==> config.mk <==
export PLATFORM = sky130hd
export DESIGN_NAME = cmvt_regs
export DESIGN_NICKNAME = d
export VERILOG_FILES = /design/src/hdl/cmvt_pkg.sv /design/src/hdl/cmvt_regs.sv
export SDC_FILE = /design/constraint.sdc
export NUM_CORES = 1
export LEC_CHECK = 0
export BUFFER_PORTS_ARGS = -buffer_cell sky130_fd_sc_hd__buf_2
export CORE_MARGIN = 3
export CORE_UTILIZATION = 45
export DETAILED_ROUTE_END_ITERATION = 7
export GPL_ROUTABILITY_DRIVEN = 0
export PLACE_DENSITY = 0.66
export REMOVE_ABC_BUFFERS = 1
export SETUP_SLACK_MARGIN = 0.4
export SLEW_MARGIN = 5
export SYNTH_ARGS = -nofsm -noshare
export SYNTH_HDL_FRONTEND = slang
export SYNTH_SLANG_ARGS = --single-unit
==> constraint.sdc <==
create_clock -name clk_sys -period 22.3 [get_ports clk_sys]
set_clock_uncertainty 0.1 [all_clocks]
set_input_delay 4.46 -clock clk_sys [delete_from_list [all_inputs] [get_ports clk_sys]]
set_output_delay 4.46 -clock clk_sys [all_outputs]
set_load 0.005 [all_outputs]
==> src/hdl/cmvt_pkg.sv <==
// Purpose: constants for the MSI, product-data and timer override register slice
// Assumes: AXI4-Lite slave, 32-bit data, byte offsets as printed
// Notes: interrupt status and mask words sit above the timer word, past the unmapped offset 0x74
package cmvt_pkg;
  localparam logic [7:0]  OFS_MSI_UPPER   = 8'h54;
  localparam logic [7:0]  OFS_MSI_PAYLOAD = 8'h58;
  localparam logic [7:0]  OFS_PD_CAP      = 8'h5C;
  localparam logic [7:0]  OFS_PD_WORD     = 8'h60;
  localparam logic [7:0]  OFS_VEND_CAP    = 8'h64;
  localparam logic [7:0]  OFS_TEST_ZERO   = 8'h68;
  localparam logic [7:0]  OFS_TEST_ONE    = 8'h6C;
  localparam logic [7:0]  OFS_TIMERS      = 8'h70;
  localparam logic [7:0]  OFS_IRQ_STATUS  = 8'h78;
  localparam logic [7:0]  OFS_IRQ_MASK    = 8'h7C;
  localparam logic [7:0]  PD_CAP_ID       = 8'h03;
  localparam logic [7:0]  PD_NEXT_PTR     = 8'h64;
  localparam logic [7:0]  VEND_CAP_ID     = 8'h09;
  localparam logic [7:0]  VEND_NEXT_PTR   = 8'hB0;
  localparam logic [15:0] VEND_LENGTH     = 16'h0034;
  localparam logic [31:0] TEST_ZERO_RST   = 32'h04001060;
  localparam logic [31:0] TEST_ONE_RST    = 32'h04000800;
  localparam int          PD_ADDR_LSB     = 18;
  localparam int          PD_ADDR_MSB     = 23;
  localparam int          PD_FLAG_BIT     = 31;
  localparam int          RPL_EN_BIT      = 12;
  localparam int          ACK_LSB         = 16;
  localparam int          ACK_MSB         = 29;
  localparam int          ACK_EN_BIT      = 30;
  localparam int          VGA_BIT         = 31;
  localparam logic [1:0]  RESP_OKAY       = 2'h0;
  localparam logic [1:0]  RESP_SLVERR     = 2'h2;
  localparam int          IRQ_W           = 2;
  localparam int          IRQ_RD_DONE     = 0;
  localparam int          IRQ_WR_DONE     = 1;
  typedef enum logic [1:0] {
    PD_IDLE = 2'b00,
    PD_READ = 2'b01,
    PD_WRIT = 2'b10
  } cmvt_pd_e;
endpackage : cmvt_pkg

==> src/hdl/cmvt_regs.sv <==
// Purpose: configuration registers for MSI, product-data access and link timer overrides
// Assumes: AXI4-Lite slave; external table engine answers with a one-cycle done pulse
// Notes: one write and one read in flight at most
module cmvt_regs
  import cmvt_pkg::*;
#(
  parameter int                 ADDR_W      = 8,
  parameter logic [11:0]        RPL_DEFAULT = 12'h0C0,
  parameter logic [13:0]        ACK_DEFAULT = 14'h0040
) (
  // Clock and reset
  input  wire logic              clk_sys,
  input  wire logic              rst,
  // AXI4-Lite write address, data and response
  input  wire logic [ADDR_W-1:0] s_axi_awaddr,
  input  wire logic              s_axi_awvalid,
  output logic                   s_axi_awready,
  input  wire logic [31:0]       s_axi_wdata,
  input  wire logic [3:0]        s_axi_wstrb,
  input  wire logic              s_axi_wvalid,
  output logic                   s_axi_wready,
  output logic [1:0]             s_axi_bresp,
  output logic                   s_axi_bvalid,
  input  wire logic              s_axi_bready,
  // AXI4-Lite read
  input  wire logic [ADDR_W-1:0] s_axi_araddr,
  input  wire logic              s_axi_arvalid,
  output logic                   s_axi_arready,
  output logic [31:0]            s_axi_rdata,
  output logic [1:0]             s_axi_rresp,
  output logic                   s_axi_rvalid,
  input  wire logic              s_axi_rready,
  // Table engine
  output logic                   tbl_rd_req,
  output logic                   tbl_wr_req,
  output logic [5:0]             tbl_addr,
  output logic [31:0]            tbl_wdata,
  input  wire logic              tbl_done,
  input  wire logic [31:0]       tbl_rdata,
  // Link timers and status
  input  wire logic              msi_addr64_cap,
  output logic [63:0]            msi_address_hi,
  output logic [15:0]            msi_payload,
  output logic [11:0]            replay_limit,
  output logic [13:0]            ack_latency,
  output logic [31:0]            test_zero,
  output logic [31:0]            test_one,
  output logic                   irq
);

  logic [31:0]       msi_upper_q;
  logic [15:0]       msi_data_q;
  logic [5:0]        pd_addr_q;
  logic              pd_flag_q;
  logic [31:0]       pd_word_q;
  logic [31:0]       tz_q;
  logic [31:0]       to_q;
  logic [11:0]       rpl_q;
  logic              rpl_en_q;
  logic [13:0]       ack_q;
  logic              ack_en_q;
  logic [IRQ_W-1:0]  sts_q;
  logic [IRQ_W-1:0]  msk_q;
  cmvt_pd_e          pd_q;

  logic              aw_hold_q;
  logic              w_hold_q;
  logic [ADDR_W-1:0] awaddr_q;
  logic [31:0]       wdata_q;
  logic [3:0]        wstrb_q;
  logic              do_write;
  logic [7:0]        wa;
  logic [7:0]        ra;
  logic [31:0]       wmask;
  logic [31:0]       rd_d;
  logic              rd_hit;
  logic              wr_hit;
  logic [IRQ_W-1:0]  ev;

  // Write channel capture, address and data taken in either order
  always_ff @(posedge clk_sys or posedge rst) begin
    if (rst) begin
      aw_hold_q <= 1'b0;
      w_hold_q  <= 1'b0;
      awaddr_q  <= '0;
      wdata_q   <= '0;
      wstrb_q   <= '0;
    end else begin
      if (s_axi_awvalid && s_axi_awready) begin
        aw_hold_q <= 1'b1;
        awaddr_q  <= s_axi_awaddr;
      end
      if (s_axi_wvalid && s_axi_wready) begin
        w_hold_q <= 1'b1;
        wdata_q  <= s_axi_wdata;
        wstrb_q  <= s_axi_wstrb;
      end
      if (do_write) begin
        aw_hold_q <= 1'b0;
        w_hold_q  <= 1'b0;
      end
    end
  end

  always_ff @(posedge clk_sys or posedge rst) begin
    if (rst) begin
      s_axi_awready <= 1'b0;
      s_axi_wready  <= 1'b0;
    end else begin
      s_axi_awready <= !aw_hold_q && !(s_axi_awvalid && s_axi_awready) && !s_axi_bvalid;
      s_axi_wready  <= !w_hold_q && !(s_axi_wvalid && s_axi_wready) && !s_axi_bvalid;
    end
  end

  assign do_write = aw_hold_q && w_hold_q && !s_axi_bvalid;
  assign wa       = 8'(awaddr_q);
  assign ra       = 8'(s_axi_araddr);

  // Byte lanes to bit mask
  genvar gi;
  generate
    for (gi = 0; gi < 4; gi++) begin : g_lane
      assign wmask[gi*8 +: 8] = {8{wstrb_q[gi]}};
    end
  endgenerate

  always_comb begin
    wr_hit = (wa[1:0] == 2'h0) && (wa >= OFS_MSI_UPPER) && (wa <= OFS_TIMERS ||
             wa == OFS_IRQ_STATUS || wa == OFS_IRQ_MASK);
  end

  always_ff @(posedge clk_sys or posedge rst) begin
    if (rst) begin
      s_axi_bvalid <= 1'b0;
      s_axi_bresp  <= RESP_OKAY;
    end else if (do_write) begin
      s_axi_bvalid <= 1'b1;
      s_axi_bresp  <= wr_hit ? RESP_OKAY : RESP_SLVERR;
    end else if (s_axi_bready) begin
      s_axi_bvalid <= 1'b0;
    end
  end

  // MSI words
  always_ff @(posedge clk_sys or posedge rst) begin
    if (rst) begin
      msi_upper_q <= '0;
      msi_data_q  <= '0;
    end else if (do_write) begin
      if (wa == OFS_MSI_UPPER)
        msi_upper_q <= (wdata_q & wmask) | (msi_upper_q & ~wmask);
      if (wa == OFS_MSI_PAYLOAD)
        msi_data_q <= (wdata_q[15:0] & wmask[15:0]) | (msi_data_q & ~wmask[15:0]);
    end
  end

  // Upper address applies only with 64-bit capability
  always_ff @(posedge clk_sys or posedge rst) begin
    if (rst) begin
      msi_address_hi <= '0;
      msi_payload    <= '0;
    end else begin
      msi_address_hi <= {(msi_addr64_cap ? msi_upper_q : 32'h00000000), 32'h00000000};
      msi_payload    <= msi_data_q;
    end
  end

  // Product-data address, flag and sequencer
  always_ff @(posedge clk_sys or posedge rst) begin
    if (rst) begin
      pd_addr_q  <= '0;
      pd_flag_q  <= 1'b0;
      pd_q       <= PD_IDLE;
      tbl_rd_req <= 1'b0;
      tbl_wr_req <= 1'b0;
    end else begin
      tbl_rd_req <= 1'b0;
      tbl_wr_req <= 1'b0;
      unique case (pd_q)
        PD_IDLE: begin
          if (do_write && wa == OFS_PD_CAP && wstrb_q[3]) begin
            if (wstrb_q[2])
              pd_addr_q <= wdata_q[PD_ADDR_MSB:PD_ADDR_LSB];
            pd_flag_q <= wdata_q[PD_FLAG_BIT];
            if (wdata_q[PD_FLAG_BIT]) begin
              pd_q       <= PD_WRIT;
              tbl_wr_req <= 1'b1;
            end else begin
              pd_q       <= PD_READ;
              tbl_rd_req <= 1'b1;
            end
          end else if (do_write && wa == OFS_PD_CAP && wstrb_q[2]) begin
            pd_addr_q <= wdata_q[PD_ADDR_MSB:PD_ADDR_LSB];
          end
        end
        PD_READ: if (tbl_done) begin
          pd_flag_q <= 1'b1;
          pd_q      <= PD_IDLE;
        end
        PD_WRIT: if (tbl_done) begin
          pd_flag_q <= 1'b0;
          pd_q      <= PD_IDLE;
        end
        default: pd_q <= PD_IDLE;
      endcase
    end
  end

  always_ff @(posedge clk_sys or posedge rst) begin
    if (rst) begin
      tbl_addr  <= '0;
      tbl_wdata <= '0;
    end else begin
      tbl_addr  <= pd_addr_q;
      tbl_wdata <= pd_word_q;
    end
  end

  // Data word: software write, or fetched data on read completion
  always_ff @(posedge clk_sys or posedge rst) begin
    if (rst) begin
      pd_word_q <= '0;
    end else if (pd_q == PD_READ && tbl_done) begin
      pd_word_q <= tbl_rdata;
    end else if (do_write && wa == OFS_PD_WORD) begin
      pd_word_q <= (wdata_q & wmask) | (pd_word_q & ~wmask);
    end
  end

  // Test registers and timer overrides
  always_ff @(posedge clk_sys or posedge rst) begin
    if (rst) begin
      tz_q     <= TEST_ZERO_RST;
      to_q     <= TEST_ONE_RST;
      rpl_q    <= '0;
      rpl_en_q <= 1'b0;
      ack_q    <= '0;
      ack_en_q <= 1'b0;
    end else if (do_write) begin
      if (wa == OFS_TEST_ZERO)
        tz_q <= (wdata_q & wmask) | (tz_q & ~wmask);
      if (wa == OFS_TEST_ONE)
        to_q <= (wdata_q & wmask) | (to_q & ~wmask);
      if (wa == OFS_TIMERS) begin
        if (wstrb_q[0])
          rpl_q[7:0] <= wdata_q[7:0];
        if (wstrb_q[1]) begin
          rpl_q[11:8] <= wdata_q[11:8];
          rpl_en_q    <= wdata_q[RPL_EN_BIT];
        end
        if (wstrb_q[2])
          ack_q[7:0] <= wdata_q[ACK_LSB +: 8];
        if (wstrb_q[3]) begin
          ack_q[13:8] <= wdata_q[ACK_MSB:ACK_LSB+8];
          ack_en_q    <= wdata_q[ACK_EN_BIT];
        end
      end
    end
  end

  always_ff @(posedge clk_sys or posedge rst) begin
    if (rst) begin
      replay_limit <= RPL_DEFAULT;
      ack_latency  <= ACK_DEFAULT;
      test_zero    <= TEST_ZERO_RST;
      test_one     <= TEST_ONE_RST;
    end else begin
      replay_limit <= rpl_en_q ? rpl_q : RPL_DEFAULT;
      ack_latency  <= ack_en_q ? ack_q : ACK_DEFAULT;
      test_zero    <= tz_q;
      test_one     <= to_q;
    end
  end

  // Completion events, write-one-to-clear; set wins over clear
  assign ev[IRQ_RD_DONE] = (pd_q == PD_READ) && tbl_done;
  assign ev[IRQ_WR_DONE] = (pd_q == PD_WRIT) && tbl_done;

  always_ff @(posedge clk_sys or posedge rst) begin
    if (rst) begin
      sts_q <= '0;
      msk_q <= '0;
      irq   <= 1'b0;
    end else begin
      if (do_write && wa == OFS_IRQ_STATUS && wstrb_q[0])
        sts_q <= (sts_q & ~wdata_q[IRQ_W-1:0]) | ev;
      else
        sts_q <= sts_q | ev;
      if (do_write && wa == OFS_IRQ_MASK && wstrb_q[0])
        msk_q <= wdata_q[IRQ_W-1:0];
      irq <= |(sts_q & msk_q);
    end
  end

  // Read path
  always_comb begin
    rd_d   = 32'h00000000;
    rd_hit = (ra[1:0] == 2'h0);
    unique case (ra)
      OFS_MSI_UPPER:   rd_d = msi_upper_q;
      OFS_MSI_PAYLOAD: rd_d = {16'h0000, msi_data_q};
      OFS_PD_CAP:      rd_d = {pd_flag_q, 7'h00, pd_addr_q, 2'h0, PD_NEXT_PTR, PD_CAP_ID};
      OFS_PD_WORD:     rd_d = pd_word_q;
      OFS_VEND_CAP:    rd_d = {VEND_LENGTH, VEND_NEXT_PTR, VEND_CAP_ID};
      OFS_TEST_ZERO:   rd_d = tz_q;
      OFS_TEST_ONE:    rd_d = to_q;
      OFS_TIMERS:      rd_d = {1'b1, ack_en_q, ack_q, 3'h0, rpl_en_q, rpl_q};
      OFS_IRQ_STATUS:  rd_d = {{(32-IRQ_W){1'b0}}, sts_q};
      OFS_IRQ_MASK:    rd_d = {{(32-IRQ_W){1'b0}}, msk_q};
      default:         rd_hit = 1'b0;
    endcase
  end

  always_ff @(posedge clk_sys or posedge rst) begin
    if (rst) begin
      s_axi_arready <= 1'b0;
      s_axi_rvalid  <= 1'b0;
      s_axi_rdata   <= '0;
      s_axi_rresp   <= RESP_OKAY;
    end else begin
      s_axi_arready <= !s_axi_rvalid && !(s_axi_arvalid && s_axi_arready);
      if (s_axi_arvalid && s_axi_arready) begin
        s_axi_rvalid <= 1'b1;
        s_axi_rdata  <= rd_d;
        s_axi_rresp  <= rd_hit ? RESP_OKAY : RESP_SLVERR;
      end else if (s_axi_rready) begin
        s_axi_rvalid <= 1'b0;
      end
    end
  end

  // Checks
  chk_read_start: assert property (@(posedge clk_sys) disable iff (rst)
    (pd_q == PD_IDLE && do_write && wa == OFS_PD_CAP && wstrb_q[3] && !wdata_q[PD_FLAG_BIT])
    |=> (pd_q == PD_READ && !pd_flag_q && tbl_rd_req)) else $error("read start wrong");
  chk_read_done: assert property (@(posedge clk_sys) disable iff (rst)
    (pd_q == PD_READ && tbl_done) |=> (pd_flag_q && pd_q == PD_IDLE && pd_word_q == $past(tbl_rdata)))
    else $error("read completion wrong");
  chk_write_flag: assert property (@(posedge clk_sys) disable iff (rst)
    (pd_q == PD_WRIT) |-> pd_flag_q) else $error("write flag dropped early");
  chk_write_done: assert property (@(posedge clk_sys) disable iff (rst)
    (pd_q == PD_WRIT && tbl_done) |=> !pd_flag_q) else $error("write flag not cleared");
  chk_replay_sel: assert property (@(posedge clk_sys) disable iff (rst)
    ##1 replay_limit == ($past(rpl_en_q) ? $past(rpl_q) : RPL_DEFAULT)) else $error("replay limit");
  chk_ack_sel: assert property (@(posedge clk_sys) disable iff (rst)
    !ack_en_q [*2] |-> ack_latency == ACK_DEFAULT) else $error("ack latency override");
  chk_vend_read: assert property (@(posedge clk_sys) disable iff (rst)
    (s_axi_arvalid && s_axi_arready && ra == OFS_VEND_CAP)
    |=> s_axi_rdata == 32'h0034B009) else $error("vendor header wrong");
  chk_payload_hi: assert property (@(posedge clk_sys) disable iff (rst)
    (s_axi_arvalid && s_axi_arready && ra == OFS_MSI_PAYLOAD) |=> s_axi_rdata[31:16] == 16'h0000)
    else $error("payload upper bits");
  chk_vga_bit: assert property (@(posedge clk_sys) disable iff (rst)
    (s_axi_arvalid && s_axi_arready && ra == OFS_TIMERS) |=> s_axi_rdata[VGA_BIT])
    else $error("decode bit not set");
  chk_upper_cap: assert property (@(posedge clk_sys) disable iff (rst)
    !msi_addr64_cap |=> msi_address_hi == 64'h0) else $error("upper address leaked");
  // Table handoff and user timer value
  chk_tbl_addr: assert property (@(posedge clk_sys) disable iff (rst)
    (tbl_rd_req || tbl_wr_req) |=> tbl_addr == pd_addr_q)
    else $error("table address wrong");
  chk_tbl_wdata: assert property (@(posedge clk_sys) disable iff (rst)
    tbl_wr_req |=> tbl_wdata == $past(pd_word_q))
    else $error("table write data wrong");
  chk_ack_user: assert property (@(posedge clk_sys) disable iff (rst)
    ack_en_q |=> ack_latency == $past(ack_q))
    else $error("ack latency user value");
  cov_read: cover property (@(posedge clk_sys) disable iff (rst) pd_q == PD_READ ##[1:20] pd_flag_q);
  cov_write: cover property (@(posedge clk_sys) disable iff (rst) pd_q == PD_WRIT ##[1:20] !pd_flag_q);
  cov_irq: cover property (@(posedge clk_sys) disable iff (rst) irq);
  cov_override: cover property (@(posedge clk_sys) disable iff (rst) rpl_en_q && ack_en_q);
  cov_rd_then_wr: cover property (@(posedge clk_sys) disable iff (rst)
    ev[IRQ_RD_DONE] ##[1:200] ev[IRQ_WR_DONE]);

endmodule : cmvt_regs

==> out/summary.log, run 1 <==
[critical_path] Setup crit start kind input pin
[drt] drt via density 5.33
[drt] DRT Pass-1 Iters 6
[yosys] share of the synthesized area in compound gates (AO/OA/AOI/OAI) 7.70%
[finish] proportion of layout cells with a drive suffix above 1 39.2%
[grt] initial antenna violation count 5
[finish] Layout Area Growth over Synthesis 19.9%
[critical_path] largest driver fanout on the critical path 131
[finish] sequential cell area 11,300 um^2
[grt] number of global-route vias before repair 11,682
[yosys] cell area after synthesis 17,300 um^2
[grt] All-Layer GR Usage 23.8%
[grt] wire length of the first global-routing pass 73,400 um
[yosys] Post-synth top flop sky130_fd_sc_hd__dfrtp_1
[die] effective utilization at floorplan 45.8%
[yosys] Gate Count Post-Synth 1,267
[critical_path] required time worst endpoint 22.79 ns
[critical_path] cell occurring most often along the worst timing path sky130_fd_sc_hd__buf_4
[clock_network] quantity of gates resized following cts 0
[min_path] count of cells along the worst hold path 0
[drt] final wirelength 49,300 um
[clock_network] hold buffer count at CTS 0
[yosys] sequential fraction of the synthesis area 65.1%
[status] result of the run finished, final reports clean
[clock_network] Post-CTS Setup Repair Bufs 0
[yosys] async set-or-reset flop fraction in the synthesized netlist 100%
[pwr] leakage power summed over all cells 10.5 nW
[sta] max-slew violation total from the final report 0
[yosys] synth cell count leaders 434 x sky130_fd_sc_hd__dfrtp_1, 187 x sky130_fd_sc_hd__mux2_2, 67 x sky130_fd_sc_hd__nand2_1
[drt] met3 layer wire length in the routed design 3430 um
[clock_network] sinks on the clock net 449
[finish] area of all placed cells without fillers 20,700 um^2
[placed_design] total of buffers placed on input and output ports 310
[placed_design] DP Wirelength 32,600 um
[critical_path] Critical Path, Cell by Cell buf_2 -> inv_8 -> buf_4 -> buf_4 -> buf_4
[yosys] share of the synthesized netlist area taken by xor and xnor gates 0%
[critical_path] CP Class input pin to async pin
[sta] setup ws final 15.16 ns
[die] number of primary I/O pins 345
[die] Chip Height 202 um
[grt] gr ovfl total 0
[clock_network] clock network latency to the later pin of the worst-skew pair 0.55 ns
[placed_design] DP Cell Count 2,047
[yosys] number of distinct library cells after synthesis 68
[clock_network] Max H-tree Level 2
[yosys] dominant combinational cell family by area after synthesis multiplexers
[placed_design] placed standard-cell area 19,300 um^2
[critical_path] crit path max-delay cell type sky130_fd_sc_hd__buf_4
[yosys] largest cells by area after synthesis sky130_fd_sc_hd__dfrtp_1 63%, sky130_fd_sc_hd__mux2_2 12%, sky130_fd_sc_hd__dfstp_2 2.3%
[drt] highest metal layer used by the detailed router met5
[die] die width 202 um
[critical_path] Reg2Reg Depth 4
[yosys] most numerous cell in the Yosys netlist sky130_fd_sc_hd__dfrtp_1
[sta] Period minus WS final 7.14 ns
[yosys] post-synth top area share 62.8%
[die] die area 40,800 um^2
[sta] transition time of the tightest slew-check pin 1.03 ns
[yosys] synthesis warning total 0
[yosys] Synth area leader sky130_fd_sc_hd__dfrtp_1
[drt] Post-route DRC 0
[yosys] adder and majority gate portion of the synthesized area 0.217%
[grt] pin count of the biggest net entering global routing 132
[drt] final antenna-violating net count 0
[clock_network] clock root buffer master sky130_fd_sc_hd__clkbuf_16
[sta] worst relative slew slack 31.1%
[clock_network] Bufs on Longest Clock Path 3
[sta] final hold violation count 0
[sta] final cycle utilization of the critical path 32.0%
[pwr] Peak supply drop 89.2 uV
[drt] routed wire length per instance 23.1 um
[yosys] Post-synth EDFFs 0
[pwr] cell area power density 101 nW/um^2
[yosys] multiplexer share of the synthesized area 14.9%
[yosys] Yosys reg bits 449
[run] Max-Cap Viols 0
[drt] sum of met2 wire segment lengths after detailed routing 23,500 um
[finish] Post-layout nets 1,679
[critical_path] crit path capture type async pin
[sta] count of endpoints failing setup in the final report 0
[clock_network] number of CTS-inserted buffers 45
[critical_path] crit-path max cell delay 0.79 ns
[sta] setup repair after global routing missed its margin false
[die] placeable core region 37,800 um^2
[sta] accumulated negative setup slack 0 ns
[finish] non-filler cells, final 2,133
[drt] via count of the routed design 11,375
[placed_design] worst slack at placement 14.41 ns
[yosys] average cell area after synthesis 13.7 um^2
[clock_network] clock transition at the registers of the reported paths 0.06 ns
[clock_network] clock tree from TritonCTS done
[sta] f_max 140 MHz
[finish] fillcell total 3,198
[drt] M1 wire length 21,300 um
[drt] iteration-0 DRC count of the detailed router 680
[die] # rows 71
[finish] area occupied by multi-input gates 5650 um^2
[yosys] simple-gate portion of the synthesized area 8.77%
[min_path] hold crit path type flip-flop to flip-flop
[critical_path] worst endpoint data arrival time 7.62 ns
==> report_power, final <==
group | total, mW | switching [mW] | internal [mW]
Sequential | 1.09 | 0.138 | 0.952
Clock | 0.741 | 0.306 | 0.435
Combinational | 0.262 | 0.128 | 0.133
Total | 2.09 | 0.571 | 1.52
==> path summary, 6_finish.rpt <==
path                            startpoint         endpoint  slack, ns
min in group asynchronous              rst    tbl_wdata[10]       4.00
max in group clk_sys       s_axi_araddr[3]  s_axi_rdata[30]      15.27
max reg2reg                   s_axi_bvalid         rpl_q[4]      19.73
min                              flip-flop     test_zero[5]       0.28
min reg2reg                      flip-flop     test_zero[5]       0.28
max                                    rst     test_one[31]      15.16
==> layer usage <==
metal / track usage [%] / up-vias
met4: 5.93 / 6
li1: - / 5052
met3: 5.83 / 73
met5: 0 / -
met2: 38.4 / 414
met1: 32.9 / 5830
==> stage by stage <==
| stage | hold slack [ns] | util [%] | power, mW |
|---|---|---|---|
| after floorplan | 0.259 | - | 1.21 |
| after global placement | 0.268 | 51.0 | 1.36 |
| after detailed placement | 0.267 | 51.0 | 1.37 |
| after CTS | 0.276 | 54.9 | 2.11 |
| after global routing | 0.282 | 54.9 | 2.19 |
| final | 0.276 | 54.9 | 2.09 |
==> layout by cell type, fill, tap and decap left out, types with 4 or more instances in the layout <==
master,netlist,routed
sky130_fd_sc_hd__a211oi_1,11,11
sky130_fd_sc_hd__a21oi_1,60,60
sky130_fd_sc_hd__a221oi_1,4,4
sky130_fd_sc_hd__a222oi_1,5,5
sky130_fd_sc_hd__a22o_1,27,27
sky130_fd_sc_hd__a22oi_1,22,22
sky130_fd_sc_hd__and2_0,4,4
sky130_fd_sc_hd__and2_1,59,58
sky130_fd_sc_hd__buf_2,22,310
sky130_fd_sc_hd__buf_4,36,15
sky130_fd_sc_hd__clkbuf_1,25,9
sky130_fd_sc_hd__clkbuf_16,0,47
sky130_fd_sc_hd__clkbuf_8,0,15
sky130_fd_sc_hd__clkinv_2,0,11
sky130_fd_sc_hd__conb_1,1,34
sky130_fd_sc_hd__dfrtp_1,434,434
sky130_fd_sc_hd__dfstp_2,15,15
sky130_fd_sc_hd__inv_1,10,9
sky130_fd_sc_hd__mux2_1,8,8
sky130_fd_sc_hd__mux2_2,187,187
sky130_fd_sc_hd__mux2i_1,36,36
sky130_fd_sc_hd__nand2_1,67,64
sky130_fd_sc_hd__nand2_4,4,4
sky130_fd_sc_hd__nand2b_1,5,5
sky130_fd_sc_hd__nand3_1,20,19
sky130_fd_sc_hd__nand3_2,4,5
sky130_fd_sc_hd__nand3b_1,7,7
sky130_fd_sc_hd__nand4_1,4,4
sky130_fd_sc_hd__nor2_1,66,66
sky130_fd_sc_hd__nor2_2,4,4
sky130_fd_sc_hd__nor3_1,10,10
sky130_fd_sc_hd__o21ai_0,16,16
sky130_fd_sc_hd__o21ai_1,31,31
sky130_fd_sc_hd__o22ai_1,5,5
==> cell families (layout without fill, tap and decap cells) <==
group,Yosys count,count (layout)
compound gates,203,203
fa+ha+maj,3,3
buf+inv,99,418
flops,449,449
mux,232,232
other cells,1,37
simple gates,280,280
==> worst max-delay path, delay by kind of cell <==
| kind | cells | cell delay (ns) |
|---|---|---|
| buffers and inverters | 5 | 3.01 |
==> layout make-up <==
| cell class | instances | share of cell area [%] |
|---|---|---|
| flip-flops and latches | 449 | 54.3 |
| multi-input cells | 752 | 27.3 |
| repair buffers | 325 | 8.02 |
| clock buffers | 71 | 6.83 |
| well taps | 511 | 3.08 |
| clock inverters | 12 | 0.308 |
| inverters | 10 | 0.217 |
| diodes | 3 | 0.0362 |
(Power assumes the default switching activity.)
==> run 2, diff against run 1 <==
--- a/config.mk
+++ b/config.mk
@@ -10,7 +10,7 @@
 export CORE_UTILIZATION = 45
 export DETAILED_ROUTE_END_ITERATION = 7
 export GPL_ROUTABILITY_DRIVEN = 0
-export PLACE_DENSITY = 0.66
+export PLACE_DENSITY = 0.69
 export REMOVE_ABC_BUFFERS = 1
 export SETUP_SLACK_MARGIN = 0.4
 export SLEW_MARGIN = 5
==> constraint.sdc (replaced) <==
create_clock -name clk_sys -period 6.52 [get_ports clk_sys]
set_clock_uncertainty 0.1 [all_clocks]
set_input_delay 1.304 -clock clk_sys [delete_from_list [all_inputs] [get_ports clk_sys]]
set_output_delay 1.304 -clock clk_sys [all_outputs]
set_load 0.005 [all_outputs]
==> run 2 against run 1 <==
Clock power grew to 3.8 times the previous value. Critical path type is now input pin to flip-flop. Cell area grew 0.92%. Final cell count grew 0.19%. Highest routed layer unchanged. Worst setup slack lost 12 ns. Non-clock buffer count is the same. Global-route usage grew 0.57 points. First-iteration DRC count grew 18%.
==> out/summary.log, run 2 (same netlist as run 1, synthesis figures left out) <==
[critical_path] CP Class input pin to flip-flop
[clock_network] clock transition at the registers of the reported paths 0.06 ns
[sta] Period minus WS final 3.47 ns
[critical_path] crit path capture type flip-flop
[pwr] cell area power density 357 nW/um^2
[drt] routed wire length per instance 23.4 um
[critical_path] beginning of the critical path s_axi_araddr[7]
[finish] area occupied by multi-input gates 5650 um^2
[critical_path] required time worst endpoint 6.89 ns
[drt] drt via density 5.40
[die] Chip Height 202 um
[grt] pin count of the biggest net entering global routing 146
[clock_network] clock root buffer master sky130_fd_sc_hd__clkbuf_16
[clock_network] clock network latency to the later pin of the worst-skew pair 0.58 ns
[drt] via count of the routed design 11,533
[critical_path] worst endpoint data arrival time 3.84 ns
[die] # rows 71
[die] die width 202 um
[clock_network] number of CTS-inserted buffers 47
[critical_path] largest driver fanout on the critical path 12
[clock_network] hold buffer count at CTS 0
[grt] initial antenna violation count 6
[sta] f_max 288 MHz
[critical_path] Setup crit start kind input pin
[sta] worst relative slew slack 34.5%
[clock_network] sinks on the clock net 449
[drt] Post-route DRC 0
[sta] final cycle utilization of the critical path 53.2%
[status] result of the run finished, final reports clean
[clock_network] Post-CTS Setup Repair Bufs 0
[finish] Post-layout nets 1,681
[sta] transition time of the tightest slew-check pin 0.979 ns
[die] placeable core region 37,800 um^2
[run] Max-Cap Viols 0
[sta] final hold violation count 0
[finish] sequential cell area 11,300 um^2
[finish] final design utilization 55.4%
[finish] most common cell after layout, fill and taps aside sky130_fd_sc_hd__dfrtp_1
[grt] wire length of the first global-routing pass 74,700 um
[grt] gr ovfl total 0
[drt] iteration-0 DRC count of the detailed router 805
[placed_design] total of buffers placed on input and output ports 310
[finish] fillcell total 3,141
[drt] final wirelength 50,100 um
[finish] Layout Area Growth over Synthesis 21.0%
[clock_network] Bufs on Longest Clock Path 3
[clock_network] clock tree from TritonCTS done
[clock_network] Max H-tree Level 2
[min_path] count of cells along the worst hold path 0
[grt] All-Layer GR Usage 24.4%
[pwr] leakage power summed over all cells 10.5 nW
[die] effective utilization at floorplan 45.8%
[clock_network] quantity of gates resized following cts 0
[min_path] hold crit path type flip-flop to flip-flop
[pwr] Peak supply drop 200 uV
[pwr] total power consumption of the routed design 7.47 mW
[finish] most used cells in the layout excluding fill and tap cells 434 x sky130_fd_sc_hd__dfrtp_1, 310 x sky130_fd_sc_hd__buf_2, 187 x sky130_fd_sc_hd__mux2_2
[grt] number of global-route vias before repair 11,738
[placed_design] DP Wirelength 33,300 um
[drt] DRT Pass-1 Iters 5
[sta] count of endpoints failing setup in the final report 0
[critical_path] Reg2Reg Depth 3
[sta] setup repair after global routing missed its margin false
[sta] max-slew violation total from the final report 0
[finish] proportion of layout cells with a drive suffix above 1 39.3%
[die] die area 40,800 um^2
[drt] final antenna-violating net count 0
[critical_path] Reg2Reg Launch Point s_axi_bvalid
[die] number of primary I/O pins 345
-- run 2: final timing paths --
kind,to,slack [ns]
setup / recovery,s_axi_rdata[21],3.05
hold / removal,test_one[11],0.27
setup reg to reg,flip-flop,4.07
hold reg to reg,test_one[11],0.27
max in group asynchronous,ack_q[10],4.26
min in group asynchronous,msi_address_hi[45],0.74
-- run 2: final cells by class --
type	instances	area share (%)
Sequential cell	449	53.8
Multi-Input combinational cell	752	27.0
Timing Repair Buffer	325	8.07
Clock buffer	64	6.40
Tap cell	511	3.05
Clock inverter	21	1.44
Inverter	10	0.215
Antenna cell	5	0.0598
-- run 2: critical path: stages --
cell	delay [ns]
sky130_fd_sc_hd__buf_2	0.15
sky130_fd_sc_hd__nor2b_1	0.72
sky130_fd_sc_hd__nand2_1	0.69
sky130_fd_sc_hd__buf_4	0.42
sky130_fd_sc_hd__o31ai_1	0.35
sky130_fd_sc_hd__a211oi_2	0.06
sky130_fd_sc_hd__o21ai_1	0.13
-- run 2: per-layer routing --
| metal | GRT usage [%] | wire length, um |
|---|---|---|
| met5 | 0 | 35 |
| met4 | 7.15 | 1160 |
| met3 | 6.38 | 3970 |
| met2 | 38.3 | 23500 |
| met1 | 33.9 | 21400 |
-- run 2: power by group --
| group | internal, mW | switching (mW) |
|---|---|---|
| Combinational | 0.458 | 0.440 |
| Clock | 1.72 | 1.11 |
| Sequential | 3.26 | 0.484 |
-- run 2: per-stage QoR --
step           worst slack (ns)  hold WS (ns)  std cells  instance area, um^2  setup TNS, ns
6_report                   3.05         0.271       2137                20900              0
5_1_grt                    2.90         0.282       2134                20900              0
4_1_cts                    3.11         0.270       2132                20900              0
3_5_place_dp               2.48         0.266       2047                19300              0
3_3_place_gp               2.66         0.266       2047                19300              0
2_1_floorplan             -7.37         0.259       1211                16900       -3256.08
==> run 3, diff against run 2 <==
==> constraint.sdc (replaced) <==
create_clock -name clk_sys -period 2.8 [get_ports clk_sys]
set_clock_uncertainty 0.1 [all_clocks]
set_input_delay 0.56 -clock clk_sys [delete_from_list [all_inputs] [get_ports clk_sys]]
set_output_delay 0.56 -clock clk_sys [all_outputs]
set_load 0.005 [all_outputs]
==> run 3 against run 2 <==
Final cell count is 1.5% higher. Sequential cell count stayed put. Die area stayed put. Via count is 0.51% higher. Critical path depth is 2 lower. Cell area is 1.7% higher. Combinational power is 140% higher. Hold slack worse by 0.19 ns. First-iteration DRC count is 23% lower.
==> out/summary.log, run 3 (same netlist as run 1, synthesis figures left out) <==
[placed_design] worst slack at placement 0.328 ns
[drt] final antenna-violating net count 0
[drt] routed wire length per instance 23.3 um
[min_path] launch instance of the worst min-delay path s_axi_bready
[pwr] switching power summed over all nets 4.68 mW
[clock_network] clock transition at the registers of the reported paths 0.06 ns
[pwr] combinational share of power 12.3%
[critical_path] Setup crit start kind flip-flop
[sta] hold_ws 0.0843 ns
[die] placeable core region 37,800 um^2
[pwr] cell-internal power 12.8 mW
[critical_path] Reg2Reg Depth 5
[die] die width 202 um
[pwr] sequential power share 49.6%
[clock_network] clock root buffer master sky130_fd_sc_hd__clkbuf_16
[placed_design] DP Wirelength 33,900 um
[finish] proportion of layout cells with a drive suffix above 1 40.4%
[clock_network] clock tree from TritonCTS done
[die] number of primary I/O pins 345
[sta] max-slew violation total from the final report 0
[grt] pin count of the biggest net entering global routing 73
[critical_path] crit path capture type flip-flop
[finish] fillcell total 3,144
[sta] Period minus WS final 2.31 ns
[status] result of the run finished, final reports clean
[sta] setup ws final 0.487 ns
[drt] final wirelength 50,600 um
[clock_network] number of CTS-inserted buffers 47
[critical_path] worst endpoint data arrival time 2.66 ns
[die] Chip Height 202 um
[critical_path] Reg2Reg Launch Point awaddr_q[1]
[grt] initial antenna violation count 9
[drt] via count of the routed design 11,592
[pwr] cell area power density 821 nW/um^2
[finish] Layout Area Growth over Synthesis 23.1%
[grt] gr ovfl total 0
[die] effective utilization at floorplan 45.8%
[grt] number of global-route vias before repair 11,895
[sta] worst relative slew slack 47.7%
[pwr] Switching Share 26.8%
[grt] All-Layer GR Usage 24.6%
[pwr] leakage power summed over all cells 10.7 nW
[critical_path] setup slack of the worst register-to-register path 0.49 ns
[sta] transition time of the tightest slew-check pin 0.778 ns
[sta] count of endpoints failing setup in the final report 0
[sta] f_max 432 MHz
[placed_design] DP Cell Count 2,078
[sta] final hold violation count 0
[min_path] hold crit path type input pin to flip-flop
[finish] most common cell after layout, fill and taps aside sky130_fd_sc_hd__dfrtp_1
[min_path] count of cells along the worst hold path 2
[placed_design] total of buffers placed on input and output ports 310
[finish] sequential cell area 11,300 um^2
[min_path] hold endpoint s_axi_bvalid
[drt] DRT Pass-1 Iters 8
[die] die area 40,800 um^2
[sta] final cycle utilization of the critical path 82.6%
[finish] Post-layout nets 1,713
[critical_path] largest driver fanout on the critical path 8
[drt] iteration-0 DRC count of the detailed router 621
[finish] non-filler cells, final 2,170
[sta] setup repair after global routing missed its margin true
[die] # rows 71
[sta] accumulated negative setup slack 0 ns
[clock_network] Bufs on Longest Clock Path 3
[finish] area occupied by multi-input gates 5650 um^2
[clock_network] Post-CTS Setup Repair Bufs 0
[drt] Post-route DRC 0
[grt] wire length of the first global-routing pass 75,400 um
[clock_network] clock network latency to the later pin of the worst-skew pair 0.57 ns
[drt] drt via density 5.34
[clock_network] sinks on the clock net 449
[critical_path] required time worst endpoint 3.15 ns
[run] Max-Cap Viols 0
[finish] most used cells in the layout excluding fill and tap cells 434 x sky130_fd_sc_hd__dfrtp_1, 310 x sky130_fd_sc_hd__buf_2, 187 x sky130_fd_sc_hd__mux2_2
[pwr] clock share of power 38.1%
[clock_network] Max H-tree Level 2
[pwr] Peak supply drop 434 uV
[clock_network] quantity of gates resized following cts 0
[critical_path] CP Class flip-flop to flip-flop
run 3: cell count changes in the layout (fill, tap and decap cells not counted), moves of 2 or more:
cell                        previous run  this run
sky130_fd_sc_hd__clkbuf_8             10         6
sky130_fd_sc_hd__buf_4                13        37
sky130_fd_sc_hd__inv_6                 4         1
sky130_fd_sc_hd__clkinv_2              8        11
sky130_fd_sc_hd__clkbuf_16            47        49
sky130_fd_sc_hd__buf_12                2         9
run 3: worst max-delay path by stage:
stage,endpoint,cells past startpoint,start
after global placement,s_axi_rdata[29],6,s_axi_araddr[4]
final,flip-flop,5,awaddr_q[1]
after floorplan,async pin,1,rst
after CTS,flip-flop,5,awaddr_q[1]
after global routing,flip-flop,5,awaddr_q[1]
after detailed placement,s_axi_rdata[30],6,s_axi_araddr[4]
run 3: power by group through the flow:
stage	sequential (mW)	combinational [mW]	clock, mW
after global placement	8.72	2.12	0
after global routing	8.82	2.37	7.03
after floorplan	8.40	1.27	0
after CTS	8.65	2.19	6.78
final	8.66	2.15	6.66
after detailed placement	8.76	2.18	0
run 3: per-stage QoR:
stage	instance area (um^2)	power [mW]	utilization, %
6_report	21300	17.5	56.4
2_1_floorplan	16900	9.67	-
3_5_place_dp	19600	10.9	51.9
4_1_cts	21300	17.6	56.4
3_3_place_gp	19600	10.8	51.9
5_1_grt	21300	18.2	56.4
run 3: worst max-delay path, stage by stage (launching register included):
cell                      delay, ns
sky130_fd_sc_hd__dfrtp_1       0.43
sky130_fd_sc_hd__nor3_1        0.31
sky130_fd_sc_hd__nand2_1       0.12
sky130_fd_sc_hd__nor2_1        0.35
sky130_fd_sc_hd__nand2_1       0.47
sky130_fd_sc_hd__mux2_2        0.42
run 3: timing repair:
action / CTS / global route
hold buffers: 1 / 0
setup endpoints to repair: 0 / 6
endpoints found under the hold margin: 59 / 0
run 3: cell type report:
| cell class | count | area share, % |
|---|---|---|
| Inverter | 10 | 0.212 |
| Sequential cell | 449 | 52.9 |
| Antenna cell | 5 | 0.0588 |
| Timing Repair Buffer | 357 | 9.49 |
| Clock buffer | 63 | 6.29 |
| Clock inverter | 23 | 1.54 |
| Multi-Input combinational cell | 752 | 26.6 |
| Tap cell | 511 | 3.00 |
run 3: layer usage:
| metal | wire length [um] | share of wire, % | vias to the layer above | track usage (%) |
|---|---|---|---|---|
| li1 | - | - | 5128 | - |
| met1 | 21900 | 43 | 5948 | 33.9 |
| met3 | 3570 | 7.1 | 101 | 6.18 |
| met5 | 46 | 0.091 | - | 0 |
| met2 | 23800 | 47 | 407 | 38.7 |
| met4 | 1260 | 2.5 | 8 | 8.12 |
